--- config.mk ---
export PLATFORM = sky130hd
export DESIGN_NAME = mxb_port
export DESIGN_NICKNAME = d
export VERILOG_FILES = /design/src/core/mxb_pkg.sv /design/src/core/mxb_sync.sv /design/src/core/mxb_port.sv
export SDC_FILE = /design/constraint.sdc
export NUM_CORES = 1
export LEC_CHECK = 0
export BUFFER_PORTS_ARGS = -buffer_cell sky130_fd_sc_hd__buf_4
export CORE_MARGIN = 8
export CORE_UTILIZATION = 40
export DETAILED_ROUTE_END_ITERATION = 7
export SLEW_MARGIN = 10
export SYNTH_ARGS = -nofsm -noshare
export SYNTH_HDL_FRONTEND = slang
export SYNTH_SLANG_ARGS = --single-unit
--- constraint.sdc ---
create_clock -name ref_clk_i -period 5.9 [get_ports ref_clk_i]
set_input_delay 1.18 -clock ref_clk_i [delete_from_list [all_inputs] [get_ports ref_clk_i]]
set_output_delay 1.18 -clock ref_clk_i [all_outputs]
set_load 0.03 [all_outputs]
--- src/core/mxb_pkg.sv ---
// Package of constants for the external bus port of the microcomputer
package mxb_pkg;

  // ----------------------------------------------------------------
  // Machine cycle layout
  // ----------------------------------------------------------------
  localparam int unsigned CYC_STATES   = 15;
  localparam logic [3:0]  ST_ALE_ON    = 4'h0;
  localparam logic [3:0]  ST_ALE_OFF   = 4'h3;
  localparam logic [3:0]  ST_ADDR_OFF  = 4'h4;
  localparam logic [3:0]  ST_STB_ON    = 4'h6;
  localparam logic [3:0]  ST_STB_OFF   = 4'hc;
  localparam logic [3:0]  ST_SAMPLE    = 4'hb;
  localparam logic [3:0]  ST_LAST      = 4'he;

  // ----------------------------------------------------------------
  // Reset values and internal ROM limit
  // ----------------------------------------------------------------
  localparam logic [7:0]  PORT_RST     = 8'hff;
  localparam logic [11:0] PC_RST       = 12'h000;
  localparam int unsigned INT_ROM_LIM  = 2048;

  // ----------------------------------------------------------------
  // Bus operations
  // ----------------------------------------------------------------
  typedef enum logic [2:0] {
    MXB_OP_NONE,
    MXB_OP_FETCH,
    MXB_OP_RD,
    MXB_OP_WR,
    MXB_OP_EXP
  } mxb_op_t;

endpackage

--- src/core/mxb_sync.sv ---
// Two-stage synchroniser bank for pin inputs
`timescale 1ns/100ps
module mxb_sync #(
  parameter int unsigned W = 1
) (
  input  wire logic         ref_clk_i,
  input  wire logic         rst_i,
  input  wire logic [W-1:0] d_i,
  output logic      [W-1:0] q_o
);
  logic [W-1:0] meta_q;

  always_ff @(posedge ref_clk_i or posedge rst_i)
  begin
    if (rst_i)
    begin
      meta_q <= '0;
      q_o    <= '0;
    end
    else
    begin
      meta_q <= d_i;
      q_o    <= meta_q;
    end
  end
endmodule // mxb_sync

--- src/core/mxb_port.sv ---
// External bus, expander, port and pin control of the microcomputer
// Operation
// - One address strobe every machine cycle
// - Data bus carries traffic both ways
// - Outgoing bus data held in latch
// - Fetch drives low PC, reads code
// - Port two low nibble carries PC high
// - Code strobe gates program memory in
// - Data address first, then read/write strobe
// - Read strobe on ext move, bus input
// - Write strobe on ext move, bus output
// - Forced external access sends fetches outside
// - Port two nibble forms expander bus
// - Test pin zero outputs clock when enabled
// - Event pin edges feed counter once started
// - Interrupt pin requests and is testable
// - Single step stops after each instruction
// - Reset initialises ports and bus controls
`timescale 1ns/100ps
module mxb_port
  import mxb_pkg::*;
#(
  parameter int unsigned PC_W = 12
) (
  input  wire logic            ref_clk_i,
  input  wire logic            rst_i,
  // core side
  input  wire logic [PC_W-1:0] pc_i,
  input  wire logic            op_valid_i,
  input  mxb_op_t              op_i,
  input  wire logic [7:0]      op_addr_i,
  input  wire logic [7:0]      op_wdata_i,
  input  wire logic [3:0]      exp_ctl_i,
  input  wire logic            port_wr_i,
  input  wire logic            port_sel_i,
  input  wire logic [7:0]      port_wdata_i,
  input  wire logic            clock_out_enable_cmd_i,
  input  wire logic            counter_begin_cmd_i,
  input  wire logic            counter_stop_cmd_i,
  input  wire logic            instr_end_i,
  output logic                 cycle_end_o,
  output logic                 fetch_ext_o,
  output logic                 op_done_o,
  output logic [7:0]           rdata_o,
  output logic                 count_event_o,
  output logic                 irq_req_o,
  output logic                 jump_irq_low_op_o,
  output logic                 test0_level_o,
  output logic                 stalled_o,
  output logic [7:0]           port_one_in_o,
  output logic [7:0]           port_two_in_o,
  // pins
  input  wire logic            ext_mem_force_i,
  input  wire logic            single_step_n_i,
  input  wire logic            irq_n_i,
  input  wire logic            event_count_pin_i,
  input  wire logic            clock_out_test_pin_i,
  output logic                 clock_out_test_pin_o,
  output logic                 clock_out_test_pin_oe_n_o,
  input  wire logic [7:0]      data_bus_i,
  output logic [7:0]           data_bus_o,
  output logic                 data_bus_oe_n_o,
  input  wire logic [7:0]      port_one_i,
  output logic [7:0]           port_one_o,
  input  wire logic [7:0]      port_two_i,
  output logic [7:0]           port_two_o,
  output logic                 ale_o,
  output logic                 code_fetch_strobe_n_o,
  output logic                 rd_n_o,
  output logic                 wr_n_o,
  output logic                 exp_strobe_n_o
);

  // ----------------------------------------------------------------
  // Pin synchronisers
  // ----------------------------------------------------------------
  logic [20:0] pins_s;
  logic        step_s, irq_s, t1_s, t0_s, force_s;
  logic [7:0]  bus_s, p1_s;
  logic [3:0]  p2lo_s;

  mxb_sync #(.W(21)) u_sync (
    .ref_clk_i (ref_clk_i),
    .rst_i     (rst_i),
    .d_i       ({ext_mem_force_i, ~single_step_n_i, ~irq_n_i, event_count_pin_i,
                 clock_out_test_pin_i, data_bus_i, port_one_i}),
    .q_o       (pins_s)
  );
  assign {force_s, step_s, irq_s, t1_s, t0_s, bus_s, p1_s} = pins_s;

  logic [7:0] p2_s;
  mxb_sync #(.W(8)) u_sync2 (
    .ref_clk_i (ref_clk_i),
    .rst_i     (rst_i),
    .d_i       (port_two_i),
    .q_o       (p2_s)
  );
  assign p2lo_s = p2_s[3:0];

  // ----------------------------------------------------------------
  // Machine cycle sequencer
  // ----------------------------------------------------------------
  logic [3:0] state_q;
  logic       stop_q;
  logic       cyc_last;

  assign cyc_last    = (state_q == ST_LAST);
  assign cycle_end_o = cyc_last & ~stop_q;
  assign stalled_o   = stop_q;

  // Sequencer halts only at cycle start so the strobe marks the stop
  always_ff @(posedge ref_clk_i or posedge rst_i)
  begin
    if (rst_i)
      state_q <= '0;
    else if (stop_q)
      state_q <= ST_ALE_ON;
    else if (cyc_last)
      state_q <= '0;
    else
      state_q <= state_q + 4'h1;
  end

  always_ff @(posedge ref_clk_i or posedge rst_i)
  begin
    if (rst_i)
      stop_q <= 1'b0;
    else if (cyc_last && instr_end_i && step_s)
      stop_q <= 1'b1;
    else if (!step_s)
      stop_q <= 1'b0;
  end

  // One strobe per cycle, held high while parked in single step
  always_ff @(posedge ref_clk_i or posedge rst_i)
  begin
    if (rst_i)
      ale_o <= 1'b0;
    else
      ale_o <= stop_q | ((state_q >= ST_ALE_ON) && (state_q < ST_ALE_OFF) && !cyc_last);
  end

  // ----------------------------------------------------------------
  // Operation capture
  // ----------------------------------------------------------------
  mxb_op_t    cur_op_q;
  logic [7:0] out_latch_q;
  logic [7:0] addr_q;
  logic [3:0] pc_hi_q;
  logic       ext_fetch;

  assign ext_fetch   = force_s || (pc_i >= PC_W'(INT_ROM_LIM));
  assign fetch_ext_o = ext_fetch;

  always_ff @(posedge ref_clk_i or posedge rst_i)
  begin
    if (rst_i)
    begin
      cur_op_q    <= MXB_OP_NONE;
      addr_q      <= '0;
      pc_hi_q     <= PC_RST[11:8];
      out_latch_q <= '0;
    end
    else if (cyc_last && !stop_q)
    begin
      if (op_valid_i)
      begin
        cur_op_q <= op_i;
        addr_q   <= (op_i == MXB_OP_FETCH) ? pc_i[7:0] : op_addr_i;
        pc_hi_q  <= pc_i[11:8];
        if (op_i == MXB_OP_WR || op_i == MXB_OP_EXP)
          out_latch_q <= op_wdata_i;
        if (op_i == MXB_OP_FETCH && !ext_fetch)
          cur_op_q <= MXB_OP_NONE;
      end
      else
        cur_op_q <= MXB_OP_NONE;
    end
  end

  // ----------------------------------------------------------------
  // Strobes and bus drive
  // ----------------------------------------------------------------
  logic in_stb, in_addr;
  assign in_stb  = (state_q >= ST_STB_ON) && (state_q < ST_STB_OFF) && !stop_q;
  assign in_addr = (state_q < ST_ADDR_OFF) && !stop_q;

  // Only one strobe selected per op, so no overlap is possible
  always_ff @(posedge ref_clk_i or posedge rst_i)
  begin
    if (rst_i)
    begin
      code_fetch_strobe_n_o <= 1'b1;
      rd_n_o                <= 1'b1;
      wr_n_o                <= 1'b1;
      exp_strobe_n_o        <= 1'b1;
    end
    else
    begin
      code_fetch_strobe_n_o <= ~(in_stb && cur_op_q == MXB_OP_FETCH);
      rd_n_o                <= ~(in_stb && cur_op_q == MXB_OP_RD);
      wr_n_o                <= ~(in_stb && cur_op_q == MXB_OP_WR);
      exp_strobe_n_o        <= ~(in_stb && cur_op_q == MXB_OP_EXP);
    end
  end

  // Bus: address phase, then write data; released for reads
  always_ff @(posedge ref_clk_i or posedge rst_i)
  begin
    if (rst_i)
    begin
      data_bus_o      <= '0;
      data_bus_oe_n_o <= 1'b1;
    end
    else if (in_addr && cur_op_q != MXB_OP_NONE && cur_op_q != MXB_OP_EXP)
    begin
      data_bus_o      <= addr_q;
      data_bus_oe_n_o <= 1'b0;
    end
    else if (!in_addr && cur_op_q == MXB_OP_WR && state_q <= ST_STB_OFF)
    begin
      data_bus_o      <= out_latch_q;
      data_bus_oe_n_o <= 1'b0;
    end
    else
      data_bus_oe_n_o <= 1'b1;
  end

  // Read data captured before strobe rises
  always_ff @(posedge ref_clk_i or posedge rst_i)
  begin
    if (rst_i)
    begin
      rdata_o   <= '0;
      op_done_o <= 1'b0;
    end
    else
    begin
      op_done_o <= (state_q == ST_SAMPLE) && !stop_q && cur_op_q != MXB_OP_NONE;
      if ((state_q == ST_SAMPLE) && !stop_q)
      begin
        if (cur_op_q == MXB_OP_FETCH || cur_op_q == MXB_OP_RD)
          rdata_o <= bus_s;
        else if (cur_op_q == MXB_OP_EXP)
          rdata_o <= {4'h0, p2lo_s};
      end
    end
  end

  // ----------------------------------------------------------------
  // Quasi-bidirectional ports
  // ----------------------------------------------------------------
  logic [7:0] p1_q, p2_q;

  always_ff @(posedge ref_clk_i or posedge rst_i)
  begin
    if (rst_i)
    begin
      p1_q <= PORT_RST;
      p2_q <= PORT_RST;
    end
    else if (port_wr_i)
    begin
      if (port_sel_i)
        p2_q <= port_wdata_i;
      else
        p1_q <= port_wdata_i;
    end
  end

  // Weak-high lines read pin AND latch, hence the ones-first need
  assign port_one_o    = p1_q;
  assign port_one_in_o = p1_s & p1_q;
  assign port_two_in_o = p2_s & p2_q;

  // Low nibble borrowed for PC high bits and expander traffic
  always_ff @(posedge ref_clk_i or posedge rst_i)
  begin
    if (rst_i)
      port_two_o <= PORT_RST;
    else if (cur_op_q == MXB_OP_FETCH && !stop_q)
      port_two_o <= {p2_q[7:4], pc_hi_q};
    else if (cur_op_q == MXB_OP_EXP && !stop_q)
      port_two_o <= {p2_q[7:4], in_stb ? out_latch_q[3:0] : exp_ctl_i};
    else
      port_two_o <= p2_q;
  end

  // ----------------------------------------------------------------
  // Test pins and interrupt
  // ----------------------------------------------------------------
  logic clk_en_q, cnt_en_q, t1_prev_q;

  always_ff @(posedge ref_clk_i or posedge rst_i)
  begin
    if (rst_i)
      clk_en_q <= 1'b0;
    else if (clock_out_enable_cmd_i)
      clk_en_q <= 1'b1;
  end

  always_ff @(posedge ref_clk_i or posedge rst_i)
  begin
    if (rst_i)
      clock_out_test_pin_o <= 1'b0;
    else
      clock_out_test_pin_o <= clk_en_q & ~clock_out_test_pin_o;
  end
  assign clock_out_test_pin_oe_n_o = ~clk_en_q;
  assign test0_level_o             = t0_s;

  always_ff @(posedge ref_clk_i or posedge rst_i)
  begin
    if (rst_i)
    begin
      cnt_en_q  <= 1'b0;
      t1_prev_q <= 1'b0;
    end
    else
    begin
      t1_prev_q <= t1_s;
      if (counter_begin_cmd_i)
        cnt_en_q <= 1'b1;
      else if (counter_stop_cmd_i)
        cnt_en_q <= 1'b0;
    end
  end
  // Falling edge counts; a level held low counts once
  assign count_event_o = cnt_en_q & t1_prev_q & ~t1_s;

  assign irq_req_o         = irq_s;
  assign jump_irq_low_op_o = irq_s;

endmodule // mxb_port

==> impl_metrics.env <==
export IMPL_groute_usage_overall=0.146
export IMPL_arrival_ns=1.85
export IMPL_max_cap_violations=0
export IMPL_leakage_nw=3.20
export IMPL_fillers=1033
export IMPL_peakVddDrop_mv=0.230
export IMPL_root_buffer="clkbuf_16"
export IMPL_ctsHoldBuffers=0
export IMPL_clockBufferDepth=2
export IMPL_wl_per_cell_um=16.5
export IMPL_fin_area_um2=6770
export IMPL_rows=40
export IMPL_nets=579
export IMPL_synthToLayoutAreaGrowth_pct=36.5
export IMPL_synth_cell_type_count=41
export IMPL_netlist_area_leader_share=0.545
export IMPL_hold_violations=0
export IMPL_tritoncts="yes"
export IMPL_worst_skew_pair_late_latency_ns=0.41
export IMPL_grt_pass1_wl_um=18100
export IMPL_timing_fmax_mhz=330
export IMPL_overflow=0
export IMPL_outcome="complete, no violations"
export IMPL_grt_pass1_vias=3486
export IMPL_async_flop_share=1.00
export IMPL_drtIter0Drc=156
export IMPL_cts_resized=0
export IMPL_synth_edf_count=0
export IMPL_whs_path_depth=0
export IMPL_antenna_left=0
export IMPL_cp_slowest_cell="dfrtp_1"
export IMPL_synth_seq_cells=137
export IMPL_min_to="u_sync.q_o[13]"
export IMPL_wl_um=11200
export IMPL_cts_sinks=137
export IMPL_hold_class="reg2reg"
export IMPL_required_ns=4.72
export IMPL_gp_congestion=0.783
export IMPL_setup_slack_ns=2.87
export IMPL_crit_type="reg2out"
export IMPL_die_w_um=127
export IMPL_ys_warn_count=0
export IMPL_viasPerCell=4.67
export IMPL_htreeDepth=4
export IMPL_regToRegSetupSlack_ns=3.81
export IMPL_dr_total_vias=3173
export IMPL_post_route_period_util=0.513
export IMPL_diodes=0
export IMPL_synth_area_leaders="dfrtp_1 (55%), dfstp_2 (15%), mux2_2 (6.4%)"
export IMPL_fin_skew_ns=0.00562
export IMPL_setup_viol=0
export IMPL_drc=0
export IMPL_synth_ff_type="dfrtp_1"
export IMPL_finalSetupTns_ns=0
export IMPL_numCtsBuffers=17
export IMPL_grt_max_degree=85
export IMPL_initial_core_util=0.411
export IMPL_cp_slowest_stage_delay_ns=0.60
export IMPL_rr_worst_depth=3
export IMPL_cp_start_kind="flip-flop"
export IMPL_synth_fp_nets=431
export IMPL_max_slew_margin=0.326
export IMPL_die_area_um2=16200
export IMPL_powerDensity_nw_per_um2=473
export IMPL_place_hpwl_um=8070
export IMPL_die_h_um=127
export IMPL_cts_setup_buffers=0
export IMPL_synth_top_cell_by_area="dfrtp_1"
export IMPL_period_needed_ns=3.03
export IMPL_syn_inst=350
export IMPL_synth_most_common_cell="dfrtp_1"
export IMPL_port_buffers=144
export IMPL_drt_pre_antenna_iters=4
export IMPL_place_area_um2=6170
export IMPL_antenna_found_initial=0
export IMPL_synth_common_cells="dfrtp_1 (108), dfstp_2 (29), mux2_2 (28)"
export IMPL_path_clk_slew_ns=0.06
export IMPL_crit_fanout=12
export IMPL_netlist_area_um2=4960
export IMPL_preCtsSetupSlack_ns=3.11
export IMPL_cp_cell_sequence="nand2b_1 -> nor3_4 -> buf_4"
export IMPL_total_power_w=0.00320
export IMPL_min_from="u_sync.meta_q[13]"
export IMPL_setup_worst_path_end_class="output pin"
export IMPL_drive_above_1_share=0.470
export IMPL_maxSlewViolCount=0
export IMPL_tightest_slew_ns=1.01
export IMPL_r2r_start="state_q[3]"
export IMPL_r2r_end="pc_hi_q[2]"
export IMPL_io_pins=145
export IMPL_rsz0062_at_grt="no"
export IMPL_core_area_um2=12100
export IMPL_ys_seq_area_frac=0.699
export IMPL_postSynthAreaPerCell_um2=14.2
## kinds of logic after synthesis
logic type	after synthesis	share of synthesized area
muxes	53	0.117
DFF	137	0.699
xor gates and xnor gates	3	0.00530
buffers and inverters	25	0.0262
and+or+nand+nor	83	0.0911
AOI/OAI and AO/OA	49	0.0618
## critical path, delay by kind of cell, from the launching register on
kind                   cells  cell delay (ns)
DFF                        1             0.60
and+or+nand+nor            2             0.59
buffers and inverters      1             0.24
## placed cells by master, fill, tap and decap left out, types with 4 or more instances in the layout
cell	n
a22oi_1	4
nand2_1	21
mux2i_1	24
a22o_1	4
clkbuf_8	5
buf_4	145
a21oi_1	10
mux2_2	28
and2_1	18
clkbuf_1	4
o21ai_0	18
clkbuf_16	17
dfrtp_1	108
nand3_1	6
dfstp_2	29
o221ai_1	4
inv_1	8
nor2_1	16
## sequential cells by signal (all words and copies together), names as in the netlist, 3 cells and up
| name | count |
|---|---|
| addr_q | 8 |
| cur_op_q | 3 |
| data_bus_o | 8 |
| out_latch_q | 8 |
| p2_q | 8 |
| pc_hi_q | 4 |
| port_one_o | 8 |
| port_two_o | 8 |
| rdata_o | 8 |
| state_q | 4 |
| u_sync.meta_q | 21 |
| u_sync.q_o | 21 |
| u_sync2.meta_q | 8 |
| u_sync2.q_o | 8 |
## per-stage QoR
stage	std cells	util	hold WS [ns]
floorplan	350	-	0.331
global placement	647	0.512	0.331
detailed placement	647	0.512	0.335
CTS	679	0.561	0.345
global route	679	0.561	0.350
finish	679	0.561	0.343
## worst max-delay path by stage
stage / startpoint / endpoint / slack, ns / cells after the start
finish: state_q[3] / cycle_end_o / 2.87 / 3
global route: state_q[3] / cycle_end_o / 2.78 / 3
CTS: stalled_o / cycle_end_o / 2.84 / 3
detailed placement: pc_i[11] / fetch_ext_o / 3.11 / 4
global placement: pc_i[11] / fetch_ext_o / 3.10 / 4
floorplan: rst_i / addr_q[0] / 1.10 / 1
## metal layers
layer	up-vias	wire, um	global-route usage
li1	1497	-	-
met1	1553	4760	0.170
met2	110	5250	0.221
met3	13	1070	0.0770
met4	0	119	0.0588
met5	-	0	0
## where the power goes
part	total [W]	leakage (nW)	switching [W]	internal, W
registers	0.00131	1.61	0.000155	0.00116
clock network	0.00105	0.287	0.000369	0.000678
logic	0.000838	1.30	0.000482	0.000357
total	0.00320	3.20	0.00101	0.00219
## cell type report
class	instances	area, um^2	area share
Timing Repair Buffer	145	1090	0.161
Tap cell	168	210	0.0311
Clock buffer	26	509	0.0752
Sequential cell	137	3460	0.512
Clock inverter	6	88.8	0.0131
Multi-Input combinational cell	188	1370	0.202
Inverter	9	38.8	0.00573
No activity file was read; power rests on OpenSTA's default activity.
